## src/logic/status_service_defs.svh

```systemverilog
// constants for the status byte and service request block
// How it works
// - weights: error 1, stopped 2, started 4, fail 8, sweep 32, request 64, busy 128
// - only event bits 0 to 3 can raise a service request
// - four-bit enable mask; bit set enables error, stopped, started, fail
// - alpha command '@'..'O' and numeric command 0..15 write the same mask
// - numeric mask query returns the current mask as a byte
// - an enabled pending event asserts the service request
// - query form of a parameter command returns the stored parameter
// - short fault query gives one digit, full query the three-digit code
// - fault sources 0 to 4 report codes 010 to 014, sources 5 to 24 codes 021 to 040, every higher source 041
`ifndef STATUS_SERVICE_DEFS_SVH
`define STATUS_SERVICE_DEFS_SVH

`define BIT_ERROR 0
`define BIT_STOPPED 1
`define BIT_STARTED 2
`define BIT_FAIL 3
`define BIT_UNUSED 4
`define BIT_SWEEPING 5
`define BIT_SERVICE 6
`define BIT_BUSY 7

`define MASK_RESET 4'h0
`define MASK_MAX 16'h000f
`define ALPHA_FIRST 16'h0040
`define ALPHA_LAST 16'h004f

`define CODE_NONE 10'h000
`define CODE_OUT_OF_BOUNDS 10'h064
`define CODE_BAD_DIGIT 10'h321
`define DIGIT_DIVISOR 10'h064

`define FAIL_LOW_FIRST 10'h00a
`define FAIL_LOW_COUNT 5'h05
`define FAIL_HIGH_BASE 10'h010
`define FAIL_SOURCES 5'h19
`define FAIL_LAST 10'h029

`endif

```

## src/logic/status_types_pkg.sv

```systemverilog
// command and answer types of the status block
`default_nettype none
package status_types_pkg;
    typedef enum logic [2:0] {
        param_cmd = 3'h0,
        mask_set_alpha_cmd = 3'h1,
        mask_set_numeric_cmd = 3'h2,
        status_byte_query = 3'h3,
        short_fault_query = 3'h4,
        full_error_query = 3'h5
    } cmd_e;
    typedef logic [9:0] code_t;
endpackage
`default_nettype wire

```

## src/logic/event_latch.sv

```systemverilog
// sticky event flag where a set beats a clear
`default_nettype none
module event_latch #(
    parameter logic RESET_VAL = 1'b0
) (
    input wire logic clock,
    input wire logic resetn,
    input wire logic set,
    input wire logic clear,
    output logic flag_q
);
    logic flag_d;

    always_comb begin
        flag_d = set | (flag_q & ~clear);
    end

    always_ff @(posedge clock or negedge resetn) begin
        if (!resetn) begin
            flag_q <= RESET_VAL;
        end else begin
            flag_q <= flag_d;
        end
    end
endmodule
`default_nettype wire

```

## src/logic/param_store.sv

```systemverilog
// small parameter memory with registered read data
`default_nettype none
module param_store #(
    parameter int WIDTH = 16,
    parameter int DEPTH = 16
) (
    input wire logic clock,
    input wire logic wr_en,
    input wire logic [$clog2(DEPTH)-1:0] wr_addr,
    input wire logic [WIDTH-1:0] wr_data,
    input wire logic rd_en,
    input wire logic [$clog2(DEPTH)-1:0] rd_addr,
    output logic [WIDTH-1:0] rd_data_q
);
    logic [WIDTH-1:0] mem [DEPTH];

    // no reset: contents are undefined until software writes them
    always_ff @(posedge clock) begin
        if (wr_en) begin
            mem[wr_addr] <= wr_data;
        end
        if (rd_en) begin
            rd_data_q <= mem[rd_addr];
        end
    end
endmodule
`default_nettype wire

```

## src/logic/status_service_request.sv

```systemverilog
// status byte, event flags, enable mask and service request
`include "status_service_defs.svh"
`default_nettype none
module status_service_request #(
    parameter int PARAM_DEPTH = 16
) (
    input wire logic clock,
    input wire logic resetn,
    input wire logic cmd_valid,
    input wire status_types_pkg::cmd_e cmd_code,
    input wire logic cmd_query,
    input wire logic [$clog2(PARAM_DEPTH)-1:0] cmd_index,
    input wire logic [15:0] cmd_arg,
    input wire logic err_event,
    input wire status_types_pkg::code_t err_code,
    input wire logic fail_event,
    input wire logic [4:0] fail_source,
    input wire logic sweep_active,
    input wire logic exec_busy,
    output logic resp_valid_q,
    output logic [15:0] resp_data_q,
    output logic srq_q,
    output logic [7:0] status_byte_q,
    output logic [3:0] mask_q
);
    import status_types_pkg::*;

    logic [3:0] mask_d;
    logic pend_q, pend_d, answer_q, answer_d, from_mem_q, from_mem_d;
    logic [15:0] snap_q, snap_d;
    logic resp_valid_d;
    logic [15:0] resp_data_d;
    code_t last_code_q, last_code_d;
    logic sweep_q, busy_q, busy_d, srq_d;
    logic [7:0] status_byte_d;
    logic [3:0] ev_q, ev_set;
    logic ev_clear, bad_cmd;
    code_t bad_code;
    logic mem_wr, mem_rd;
    logic [15:0] mem_data;

    // fault source index to its failure code
    function automatic code_t fail_code(input logic [4:0] src);
        code_t c;
        c = `FAIL_LAST;
        if (src < `FAIL_LOW_COUNT) begin
            c = `FAIL_LOW_FIRST + {5'h00, src};
        end else if (src < `FAIL_SOURCES) begin
            c = `FAIL_HIGH_BASE + {5'h00, src};
        end
        return c;
    endfunction

    // command decode and answer capture
    always_comb begin
        mask_d = mask_q;
        bad_cmd = 1'b0;
        bad_code = `CODE_NONE;
        pend_d = 1'b0;
        answer_d = 1'b0;
        from_mem_d = 1'b0;
        snap_d = snap_q;
        mem_wr = 1'b0;
        mem_rd = 1'b0;
        ev_clear = 1'b0;
        if (cmd_valid) begin
            pend_d = 1'b1;
            case (cmd_code)
                param_cmd: begin
                    answer_d = cmd_query;
                    from_mem_d = cmd_query;
                    mem_rd = cmd_query;
                    mem_wr = !cmd_query;
                end
                mask_set_alpha_cmd: begin
                    answer_d = cmd_query;
                    snap_d = {12'h000, mask_q};
                    if (!cmd_query) begin
                        if (cmd_arg >= `ALPHA_FIRST
                                && cmd_arg <= `ALPHA_LAST) begin
                            mask_d = cmd_arg[3:0];
                        end else begin
                            bad_cmd = 1'b1;
                            bad_code = `CODE_BAD_DIGIT;
                        end
                    end
                end
                mask_set_numeric_cmd: begin
                    answer_d = cmd_query;
                    snap_d = {12'h000, mask_q};
                    if (!cmd_query) begin
                        if (cmd_arg <= `MASK_MAX) begin
                            mask_d = cmd_arg[3:0];
                        end else begin
                            bad_cmd = 1'b1;
                            bad_code = `CODE_OUT_OF_BOUNDS;
                        end
                    end
                end
                status_byte_query: begin
                    answer_d = 1'b1;
                    snap_d = {8'h00, status_byte_q};
                    ev_clear = 1'b1;
                end
                short_fault_query: begin
                    answer_d = 1'b1;
                    snap_d = {6'h00, last_code_q / `DIGIT_DIVISOR};
                end
                full_error_query: begin
                    answer_d = 1'b1;
                    snap_d = {6'h00, last_code_q};
                end
                default: begin
                    bad_cmd = 1'b1;
                    bad_code = `CODE_BAD_DIGIT;
                end
            endcase
        end
        resp_valid_d = pend_q & answer_q;
        resp_data_d = resp_data_q;
        if (pend_q && answer_q) begin
            resp_data_d = from_mem_q ? mem_data : snap_q;
        end
    end

    // a failure outranks a rejected command, which outranks outside errors
    always_comb begin
        last_code_d = last_code_q;
        if (fail_event) begin
            last_code_d = fail_code(fail_source);
        end else if (bad_cmd) begin
            last_code_d = bad_code;
        end else if (err_event) begin
            last_code_d = err_code;
        end
    end

    // event sources; sweep edges come from the sweeping level
    always_comb begin
        ev_set[`BIT_ERROR] = err_event | bad_cmd;
        ev_set[`BIT_STOPPED] = sweep_q & ~sweep_active;
        ev_set[`BIT_STARTED] = sweep_active & ~sweep_q;
        ev_set[`BIT_FAIL] = fail_event;
    end

    genvar g;
    generate
        for (g = 0; g < 4; g++) begin : g_ev
            event_latch #(
                .RESET_VAL(1'b0)
            ) u_latch (
                .clock(clock),
                .resetn(resetn),
                .set(ev_set[g]),
                .clear(ev_clear),
                .flag_q(ev_q[g])
            );
        end
    endgenerate

    param_store #(
        .WIDTH(16),
        .DEPTH(PARAM_DEPTH)
    ) u_params (
        .clock(clock),
        .wr_en(mem_wr),
        .wr_addr(cmd_index),
        .wr_data(cmd_arg),
        .rd_en(mem_rd),
        .rd_addr(cmd_index),
        .rd_data_q(mem_data)
    );

    // status byte assembly, one cycle behind the flags
    always_comb begin
        busy_d = cmd_valid | pend_q | exec_busy;
        srq_d = |(ev_q & mask_q);
        status_byte_d = 8'h00;
        status_byte_d[3:0] = ev_q;
        status_byte_d[`BIT_SWEEPING] = sweep_q;
        status_byte_d[`BIT_SERVICE] = srq_d;
        status_byte_d[`BIT_BUSY] = busy_q;
    end

    always_ff @(posedge clock or negedge resetn) begin
        if (!resetn) begin
            mask_q <= `MASK_RESET;
            pend_q <= 1'b0;
            answer_q <= 1'b0;
            from_mem_q <= 1'b0;
            snap_q <= 16'h0000;
            resp_valid_q <= 1'b0;
            resp_data_q <= 16'h0000;
            last_code_q <= `CODE_NONE;
            sweep_q <= 1'b0;
            busy_q <= 1'b0;
            srq_q <= 1'b0;
            status_byte_q <= 8'h00;
        end else begin
            mask_q <= mask_d;
            pend_q <= pend_d;
            answer_q <= answer_d;
            from_mem_q <= from_mem_d;
            snap_q <= snap_d;
            resp_valid_q <= resp_valid_d;
            resp_data_q <= resp_data_d;
            last_code_q <= last_code_d;
            sweep_q <= sweep_active;
            busy_q <= busy_d;
            srq_q <= srq_d;
            status_byte_q <= status_byte_d;
        end
    end
endmodule
`default_nettype wire

```

## config.mk

```make
export PLATFORM = sky130hd
export DESIGN_NAME = status_service_request
export DESIGN_NICKNAME = d
export VERILOG_FILES = /design/src/logic/status_types_pkg.sv /design/src/logic/event_latch.sv /design/src/logic/param_store.sv /design/src/logic/status_service_request.sv
export VERILOG_INCLUDE_DIRS = /design/src /design/src/logic
export SDC_FILE = /design/constraint.sdc
export NUM_CORES = 1
export LEC_CHECK = 0
export BUFFER_PORTS_ARGS = -buffer_cell sky130_fd_sc_hd__buf_2
export CAP_MARGIN = 20
export CORE_UTILIZATION = 60
export DETAILED_ROUTE_END_ITERATION = 16
export PLACE_DENSITY = 0.81
export SETUP_SLACK_MARGIN = 0.5
export SYNTH_ARGS = -nofsm -noshare
export SYNTH_HDL_FRONTEND = slang
export SYNTH_HIERARCHICAL = 1
export SYNTH_SLANG_ARGS = --single-unit
```

## constraint.sdc

```tcl
create_clock -name clock -period 4.8 [get_ports clock]
set_clock_uncertainty 0.15 [all_clocks]
set_input_delay 0.96 -clock clock [delete_from_list [all_inputs] [get_ports clock]]
set_output_delay 0.96 -clock clock [all_outputs]
set_load 0.05 [all_outputs]
```

[Yosys cells after proc, flatten, opt, wreduce, memory -nomap -nowiden]
Memories as Yosys holds them, arrays and structs flattened. A register that Yosys moved wholly into a read port is not among the register bits.
Index checks and enable logic that the tools add are counted.
Widths: inputs -> output; s select.
Word-level totals
  register bits after elaboration: 64
  bits in writable memories: 256
  input port bits: 46
  output and inout port bits: 30
  word-level logic and storage cells: 101
  memories kept: 1
Cells by class
  $add $sub $neg: 2
  div/mod/pow operators: 1
  order comparisons: 5
  eq/ne operators: 9
  mux-type cells: 35
  bitwise operators: 18
  reduce and logical (&&, ||, !) cells: 14
Memories
  u_params.mem: words 16, bits a word 16, rd ports 1, clocked after Yosys merged registers in 1, write ports 1, line param_store.sv:15  | logic [WIDTH-1:0] mem [DEPTH];
Operators by type and width (count)
  $pmux 16 s4: 1
  $mux 10: 6
  $pmux 10 s3: 1
  $ge 16x7->1 const B: 1
  $le 16x4->1 const B: 1
  $le 16x7->1 const B: 1
  $mux 16: 1
  $mux 4: 4
  $mux 1: 15
  $mux 7: 2
  $mux 6: 2
  $div 10x7->10 const B: 1
  $ne 2x2->1 const B: 4
  $pmux 4 s2: 1
  $reduce_or 4->1: 2
  $and 1x1->1: 7
  $or 1x1->1: 7
  $add 4x5->6 const A: 1
  $add 5x5->6 const A: 1
  $eq 3x2->1 const B: 2
  $eq 3x3->1 const B: 2
  $reduce_and 6->1: 1
  $reduce_or 3->1: 2
  $lt 5x3->1 const B: 1
  14 further kinds: 17

[Longest topological paths before layout]
Gate-level depths: netlist (run 1).
  word-level depth: 8
  gate-level depth with buffers: 10
  gate-level depth less buffers: 10

[Modules after synthesis]
Netlist (run 1), hierarchy kept.
Modules (own cells, without submodules)
  param_store: instances 1, cells each 432, area an instance 10202.3 um^2
  status_service_request: instances 1, cells each 341, area an instance 3031.7 um^2
  event_latch: instances 4, cells each 3, area an instance 36.3 um^2

[Worst setup path before layout (run 1)]
Ideal clock, no wire load.
  path type: input-to-reg
  start: input cmd_valid
  end: memory u_params.mem[0][0], enable pin
  arrival time: 3.342 ns
  required time: 4.241 ns
  path slack: 0.899 ns
  stages on the path: 5
  path buffers: 1
  path through: clkbuf_1 -> nand2b_1 -> nor4_1 -> or3b_2 -> nor3_1
Between the ends
  longest elaborated chain between the ends: 3
RTL lines
  start: declaration: line status_service_request.sv:9  | input wire logic cmd_valid,
  $mux 1: line status_service_request.sv:66  | if (cmd_valid) begin
  net mem_wr: line status_service_request.sv:39  | logic mem_wr, mem_rd;
  $mux 1: line param_store.sv:19  | if (wr_en) begin
  $mux 1 (not written as such): line param_store.sv:20  | mem[wr_addr] <= wr_data;
  end: declaration: line param_store.sv:15
The timed path passes the listed nets, and every way through them passes these cells.

[Final worst setup path (run 1)]
  start: input cmd_code[2]
  end: memory u_params.mem[3][11], enable pin
Between the ends
  longest elaborated chain between the ends: 5
RTL lines
  start: declaration: line status_service_request.sv:10  | input wire status_types_pkg::cmd_e cmd_code,
  $logic_not 3->1: line status_service_request.sv:68  | case (cmd_code)
  $mux 1: line status_service_request.sv:68
  $mux 1: line status_service_request.sv:66
  net mem_wr: line status_service_request.sv:39
  $mux 1: line param_store.sv:19
  $mux 1 (not written as such): line param_store.sv:20
The timed path passes the listed nets, and every way through them passes these cells.

==> run_results.csv, run 1 <==
group,metric,value,unit
clocking,cts_setup_buffers,0,
placement,globalplace.congestion,0.852,
global_routing,grt_max_degree,55,
sta,drv_slew,0,
clocking,insertion_delay,570,ps
yosys,synth.distinct_cells,60,
worst_setup_path,slowest_stage,"nor2_2",
yosys,synth-main-ff-cell,"edfxtp_1",
yosys,synth_enable_flop_cells,272,
floorplan,die-area,22900,um^2
sta,fin_crit_sh,65.2,%
cells_and_area,layout.nets,913,
sta,hold_viol,0,
drt,drtIter0Drc,702,
min_path,hp-class,"register to register",
worst_setup_path,cp_max_fo,16,
yosys,synthArstFlopShare,17.3,%
clocking,clock-sinks,329,
global_routing,track_usage,26.5,%
floorplan,rows,54,
worst_setup_path,arrival,3150,ps
floorplan,core_area,21800,um^2
power_and_ir_drop,p_per_area,404,nW/um^2
sta,maxSlewHeadroom,31.5,%
global_routing,grt_pass1_vias,7346,
sta,finalSetupTns,0,ps
clocking,holdBufCountCts,0,
yosys,synth-seq-cells,329,
sta,tightest_slew,1030,ps
floorplan,ioPinCount,76,
worst_setup_path,crit_chain,"buf_2 -> nand2b_1 -> nor4_1 -> buf_4 -> or3b_2 -> nor2_2",
drt,drt_wl_total,29100,um
floorplan,dieWidth,151,um
cells_and_area,area_growth,12.3,%
run_status,status,"finished, final reports clean",
yosys,yosys_warnings,6,
floorplan,initial_core_util,61.3,%
clocking,post_cts_resize_count,0,
clocking,cts_tree,"yes",
worst_setup_path,end_kind,"register",
global_routing,grt_first_pass_wirelength,43900,um
global_routing,overflow,0,
placement,dp_hpwl,18500,um
yosys,syn_inst,785,
cells_and_area,drive_above_1_share,24.6,%
yosys,syn_area_per_cell,17.0,um^2
power_and_ir_drop,pwr-share-seq,52.9,%
worst_setup_path,critPathMaxStageDelay,780,ps
drt,firstDrtPassIters,5,
worst_setup_path,critPathRequiredTime,4820,ps
clocking,htree_levels,1,
placement,port_buffers,74,
power_and_ir_drop,peakVddDrop,0.307,mV
floorplan,die_h,151,um
sta,min_period,3130,ps
worst_setup_path,crit_type,"input port to register",
clocking,cts_buffers,31,
sta,finalSetupViolCount,0,
drt,drc_errors,0,
power_and_ir_drop,power_leakage,5.25,nW
yosys,syn_nets,835,
cells_and_area,final_core_util,68.8,%
drt,via_count,7430,
power_and_ir_drop,p_int,4.66,mW
power_and_ir_drop,p_comb_share,8.6,%
power_and_ir_drop,power.switching,1.41,mW
clocking,clock_path_buffers,3,
clocking,clk_pin_slew,60,ps
power_and_ir_drop,netSwitchingFraction,23.3,%
sta,clock.fmax,320,MHz
clocking,root_buffer,"clkbuf_16",
global_routing,antenna_found_initial,0,
worst_setup_path,start_kind,"input port",
sta,rsz0062_at_grt,"false",
yosys,seq_area_frac_synth,71.7,%
flow_run,cap_violations,0,
yosys,synth.cell_area,13400,um^2
drt,wire_per_inst,25.0,um
drt,routed_via_density,6.37,
drt,ant_nets,0,
power_and_ir_drop,clkPwrFrac,38.6,%
==> path summary, 6_finish.rpt <==
kind,from,to,slack [ps],cells past startpoint
min in group asynchronous,resetn,snap_q[4]$_DFFE_PN0P_,230,1
setup / recovery,cmd_code[2],u_params/mem[3][11]$_DFFE_PP_,1670,6
setup reg to reg,last_code_q[8]$_DFFE_PN0P_,snap_q[0]$_DFFE_PN0P_,2070,8
max in group asynchronous,resetn,snap_q[1]$_DFFE_PN0P_,3430,2
hold reg to reg,busy_q$_DFF_PN0_,status_byte_q[7]$_DFF_PN0_,210,0
hold / removal,busy_q$_DFF_PN0_,status_byte_q[7]$_DFF_PN0_,210,0
==> critical path, delay by kind of cell <==
family | cells | cell delay (ps)
buf+inv | 2 | 380
simple gates | 4 | 1800
==> stage by stage <==
step | cells | hold WS (ps) | instance area, um^2 | setup WS, ps | total power [mW]
global placement | 1108 | 193 | 14000 | 1250 | 3.77
detailed placement | 1110 | 193 | 14000 | 1170 | 3.79
floorplan | 785 | 181 | 13400 | 899 | 3.61
CTS | 1166 | 216 | 15000 | 1730 | 6.11
finish | 1167 | 212 | 15000 | 1670 | 6.07
global route | 1166 | 218 | 15000 | 1600 | 6.26
==> power by group through the flow <==
stage,Clock [mW],Sequential (mW),Combinational [mW]
6_report,2.34,3.21,0.521
2_1_floorplan,0,3.33,0.273
3_3_place_gp,0,3.27,0.506
4_1_cts,2.38,3.21,0.522
3_5_place_dp,0,3.27,0.519
5_1_grt,2.49,3.22,0.560
==> cells in the mapped netlist, types with 2 or more instances <==
master,number,area (um^2)
a211o_1,3,26.3
a21o_1,7,52.6
a21oi_1,15,75.1
a22o_1,3,26.3
a22oi_1,42,315
a31oi_1,6,37.5
and2_1,4,25.0
buf_1,4,15.0
buf_2,7,35.0
buf_4,7,52.6
buf_6,5,56.3
clkbuf_1,20,75.1
dfrtp_1,57,1430
edfxtp_1,272,8170
ha_1,4,50.1
inv_1,10,37.5
mux2_2,7,78.8
mux2i_1,14,140
mux4_1,10,263
mux4_2,54,1220
nand2_1,82,308
nand2b_1,7,43.8
nand3_1,15,75.1
nand3b_1,3,22.5
nor2_1,24,90.1
nor2b_1,11,68.8
nor3_1,9,45.0
nor3b_1,3,22.5
nor4_1,3,18.8
nor4b_1,2,17.5
o211a_1,2,20.0
o211ai_1,2,15.0
o21a_1,2,15.0
o21ai_0,32,160
o21ai_1,3,15.0
o22ai_1,4,25.0
or3_1,4,25.0
or4_1,2,15.0
xnor2_1,3,26.3
==> cells by family after synthesis <==
| family | count (synthesis) | share of synthesized area [%] |
|---|---|---|
| xor gates and xnor gates | 3 | 0.196 |
| AOI/OAI and AO/OA | 132 | 6.72 |
| muxes | 85 | 12.7 |
| and+or+nand+nor | 177 | 6.22 |
| buffers and inverters | 54 | 2.06 |
| DFF | 329 | 71.7 |
| other | 1 | 0.0280 |
| adders and majority gates | 4 | 0.374 |
==> area by class of cell <==
cell class / count / area [um^2]
flip-flops and latches: 329 / 9590
multi-input cells: 402 / 3570
clock inverters: 22 / 193
inverters: 11 / 41.3
well taps: 280 / 350
clock buffers: 34 / 787
repair buffers: 88 / 485
fillers: 1387 / 6800
diodes: 1 / 2.50
==> sequential cells by signal, indices dropped and copies added (netlist names) <==
name	flops
sweep_q	1
status_byte_q	7
mask_q	4
answer_q	1
from_mem_q	1
u_params/mem	256
pend_q	1
u_params/rd_data_q	16
busy_q	1
snap_q	10
last_code_q	10
g_ev.u_latch/flag_q	4
resp_valid_q	1
resp_data_q	16
==> cell usage in the layout, fill, tap and decap left out, types with 10 or more instances in the layout <==
| cell type | n |
|---|---|
| mux4_2 | 54 |
| nor2_2 | 13 |
| dfrtp_1 | 57 |
| edfxtp_1 | 272 |
| o21ai_0 | 32 |
| clkbuf_16 | 31 |
| buf_4 | 13 |
| a22oi_1 | 42 |
| nand3_1 | 15 |
| inv_1 | 10 |
| a21oi_1 | 15 |
| buf_2 | 73 |
| nor2b_1 | 11 |
| mux4_1 | 10 |
| nor2_1 | 12 |
| mux2i_1 | 14 |
| nand2_1 | 82 |
==> routing by layer <==
| layer | share of wire, % | wire length (um) | track usage, % |
|---|---|---|---|
| met1 | 39 | 11400 | 35.3 |
| met5 | 0 | 0 | 0 |
| met4 | 1.9 | 568 | 6.45 |
| met2 | 51 | 15000 | 46.2 |
| met3 | 7.6 | 2210 | 3.70 |
No activity file was read; power rests on OpenSTA's default activity.
==> inputs of run 2 (changes only) <==
--- a/config.mk
+++ b/config.mk
@@ -6,11 +6,12 @@
 export SDC_FILE = /design/constraint.sdc
 export NUM_CORES = 1
 export LEC_CHECK = 0
+export ABC_AREA = 1
 export BUFFER_PORTS_ARGS = -buffer_cell sky130_fd_sc_hd__buf_2
 export CAP_MARGIN = 20
 export CORE_UTILIZATION = 60
 export DETAILED_ROUTE_END_ITERATION = 16
-export PLACE_DENSITY = 0.81
+export PLACE_DENSITY = 0.8
 export SETUP_SLACK_MARGIN = 0.5
 export SYNTH_ARGS = -nofsm -noshare
 export SYNTH_HDL_FRONTEND = slang
==> constraint.sdc (replaced) <==
create_clock -name clock -period 2.95 [get_ports clock]
set_clock_uncertainty 0.15 [all_clocks]
set_input_delay 0.59 -clock clock [delete_from_list [all_inputs] [get_ports clock]]
set_output_delay 0.59 -clock clock [all_outputs]
set_load 0.05 [all_outputs]
==> run 2 against run 1 <==
  * Cell area grew 11%
  * Sequential cell count stayed put
  * Clock-buffer cell count rose by 15
  * Die area up 8.9%
  * Non-clock buffer count up 52
  * Worst setup slack got worse by 1200 ps
  * Routed wire length increased by 20%
  * Hold slack got worse by 150 ps
  * Register-to-register slack worse by 1600 ps
  * Critical endpoint is now snap_q[0]$_DFFE_PN0P_
  * Highest routed layer is now met5
==> run_results.csv, run 2 <==
group,metric,value,unit
flow_run,cap_violations,0,
cells_and_area,mostFrequentLayoutCells,"nand2_1, edfxtp_1, inv_1, nand3_1, buf_2",
drt,drc_errors,0,
worst_setup_path,r2r_slack,430,ps
floorplan,die_h,158,um
cells_and_area,final_core_util,70.7,%
clocking,holdBufCountCts,0,
yosys,synth-main-ff-cell,"edfxtp_1",
placement,globalplace.congestion,0.904,
cells_and_area,area_growth,14.7,%
yosys,post-synth-top-count-cell,"nand2_1",
floorplan,ioPinCount,76,
worst_setup_path,slowest_stage,"dfrtp_1",
floorplan,rows,56,
clocking,cts_buffers,34,
sta,finalSetupViolCount,0,
yosys,synth-seq-cells,329,
run_status,status,"finished, final reports clean",
global_routing,antenna_found_initial,4,
placement,dp_hpwl,21600,um
floorplan,core_area,23700,um^2
yosys,synth_enable_flop_cells,272,
drt,drt_wl_total,34900,um
clocking,insertion_delay,510,ps
cells_and_area,final_common_cell,"nand2_1",
power_and_ir_drop,peakVddDrop,0.583,mV
global_routing,overflow,0,
worst_setup_path,start_kind,"register",
worst_setup_path,crit_top_cell,"nand2_1",
cells_and_area,drive_above_1_share,14.7,%
global_routing,track_usage,28.6,%
drt,wire_per_inst,18.1,um
yosys,synth.cell_area,14600,um^2
drt,via_count,10800,
yosys,yosysTopAreaCellShare,56.0,%
clocking,clock_path_buffers,3,
worst_setup_path,crit_chain,"inv_1 -> a21oi_1 -> inv_1 -> nand3_1 -> nand2_4 -> nor2_4 -> nand2_2 -> nand2_4 -> nand2_2 -> nand2_1 -> inv_1 -> nand3_1 -> nand2_1 -> nand2_1 -> nand2_1 -> nand2_1 -> nand2_1",
yosys,synth_top_area_cell,"edfxtp_1",
min_path,hold_path_startpoint,"sweep_active",
worst_setup_path,path_buf_inv,3,
sta,tightest_slew,714,ps
clocking,root_buffer,"clkbuf_16",
clocking,cts_tree,"yes",
cells_and_area,diodes,0,
worst_setup_path,arrival,2750,ps
clocking,clock-sinks,329,
sta,fin_crit_sh,85.5,%
worst_setup_path,cp_top_family,"simple AND/OR/NAND/NOR gates",
worst_setup_path,r2r-start,"last_code_q[9]$_DFFE_PN0P_",
global_routing,grt_max_degree,132,
yosys,seq_area_frac_synth,65.8,%
floorplan,dieWidth,158,um
worst_setup_path,critPathRequiredTime,3170,ps
yosys,yosys_warnings,6,
worst_setup_path,critPathMaxStageDelay,490,ps
yosys,synth.distinct_cells,43,
yosys,syn_inst,1463,
min_path,hp-class,"input port to register",
yosys,yosys-top-cells-count,"nand2_1, edfxtp_1, inv_1",
sta,hold_viol,0,
floorplan,initial_core_util,61.6,%
yosys,synth_area_leaders,"edfxtp_1, nand2_1, dfrtp_1",
cells_and_area,largest_reg_flops,256,
worst_setup_path,cp_max_fo,7,
drt,firstDrtPassIters,5,
worst_setup_path,end_kind,"register",
sta,clock.fmax,396,MHz
placement,port_buffers,74,
clocking,htree_levels,2,
yosys,synthArstFlopShare,17.3,%
cells_and_area,regMostFlops,"u_params/mem",
yosys,syn_nets,1513,
worst_setup_path,crit_path_start,"last_code_q[9]$_DFFE_PN0P_",
power_and_ir_drop,power_leakage,7.41,nW
sta,finalSetupTns,0,ps
sta,maxSlewHeadroom,52.4,%
yosys,syn_area_per_cell,9.97,um^2
global_routing,grt_pass1_vias,10200,
floorplan,die-area,24900,um^2
power_and_ir_drop,p_per_area,617,nW/um^2
clocking,clk_pin_slew,60,ps
cells_and_area,reg.largest.list,"u_params/mem x256, resp_data_q x16, u_params/rd_data_q x16",
cells_and_area,layout.nets,1630,
drt,routed_via_density,5.60,
sta,rsz0062_at_grt,"true",
drt,ant_nets,0,
drt,drtIter0Drc,1381,
sta,drv_slew,0,
sta,min_period,2520,ps
global_routing,grt_first_pass_wirelength,53300,um
worst_setup_path,crit_type,"register to register",
==> run 2: cell types whose count changed after synthesis, sizes merged, moves of 6 or more <==
| cell | before | now |
|---|---|---|
| nand2 | 83 | 460 |
| inv | 11 | 247 |
| nand3 | 15 | 212 |
| mux4 | 64 | 0 |
| a22oi | 42 | 0 |
| nor2 | 25 | 48 |
| buf | 23 | 45 |
| a21oi | 15 | 31 |
| mux2i | 14 | 0 |
| nor2b | 11 | 0 |
| o21ai | 35 | 24 |
| a21o | 7 | 0 |
| nand2b | 7 | 0 |
| clkbuf | 20 | 14 |
==> run 2: cells by family after synthesis <==
group	share of synthesized area (%)
AO/OA/AOI/OAI	3.05
XOR/XNOR	0.0600
adder cells (fa/ha/maj)	0.343
buffers and inverters	8.85
flip-flops	65.8
multiplexers	0.309
other	0.0257
AND/OR/NAND/NOR	21.6
==> run 2: worst paths after layout <==
path | to | cells after the start
min | sweep_q$_DFF_PN0_ | 1
min in group asynchronous | resp_data_q[2]$_DFFE_PN0P_ | 2
max in group asynchronous | resp_data_q[4]$_DFFE_PN0P_ | 2
max | snap_q[0]$_DFFE_PN0P_ | 17
max reg2reg | snap_q[0]$_DFFE_PN0P_ | 17
min reg2reg | status_byte_q[7]$_DFF_PN0_ | 0
==> run 2: area by class of cell <==
class / count / area, um^2
Sequential cell: 329 / 9590
Fill cell: 1682 / 6940
Multi-Input combinational cell: 825 / 3790
Timing Repair Buffer: 140 / 968
Inverter: 250 / 942
Clock buffer: 49 / 938
Tap cell: 319 / 399
Clock inverter: 11 / 104
==> run 2: metal layers <==
layer	wire, um	share of wire (%)	vias up	global-route usage (%)
met5	44	0.13	-	0
met4	1230	3.5	6	11.9
met3	3170	9.1	111	5.42
met2	16800	48	612	47.2
met1	13600	39	5056	37.2
li1	-	-	4992	-
==> run 2: power breakdown <==
part / total (mW) / switching, mW / internal [mW]
logic: 1.07 / 0.775 / 0.291
clock network: 4.05 / 1.67 / 2.39
registers: 5.22 / 0.0792 / 5.14
total: 10.3 / 2.52 / 7.81
==> run 2: per-stage QoR <==
| stage | std cells | power (mW) | area (um^2) | hold WS [ps] | setup slack (ps) |
|---|---|---|---|---|---|
| final | 1923 | 10.3 | 16700 | 66.2 | 427 |
| after global routing | 1923 | 10.6 | 16700 | 62.7 | 337 |
| after CTS | 1918 | 10.3 | 16700 | 58.7 | 526 |
| after detailed placement | 1856 | 6.33 | 15600 | 198 | 160 |
| after global placement | 1856 | 6.30 | 15600 | 193 | 246 |
| after floorplan | 1463 | 5.99 | 14600 | 144 | 444 |
==> run 2: repair_timing <==
item / in CTS / in global routing
pin swaps: 0 / 16
endpoints found under the setup margin: 1 / 3
gates resized for setup: 2 / 8
setup buffers: 2 / 5
==> run 2: worst register-to-register path, cell delays in order (launching register included) <==
cell and delay [ps]:
dfrtp_1 490, inv_1 170, a21oi_1 260, inv_1 160
nand3_1 180, nand2_4 80, nor2_4 120, nand2_2 90
nand2_4 100, nand2_2 70, nand2_1 60, inv_1 40
nand3_1 70, nand2_1 80, nand2_1 70, nand2_1 60
nand2_1 90, nand2_1 60
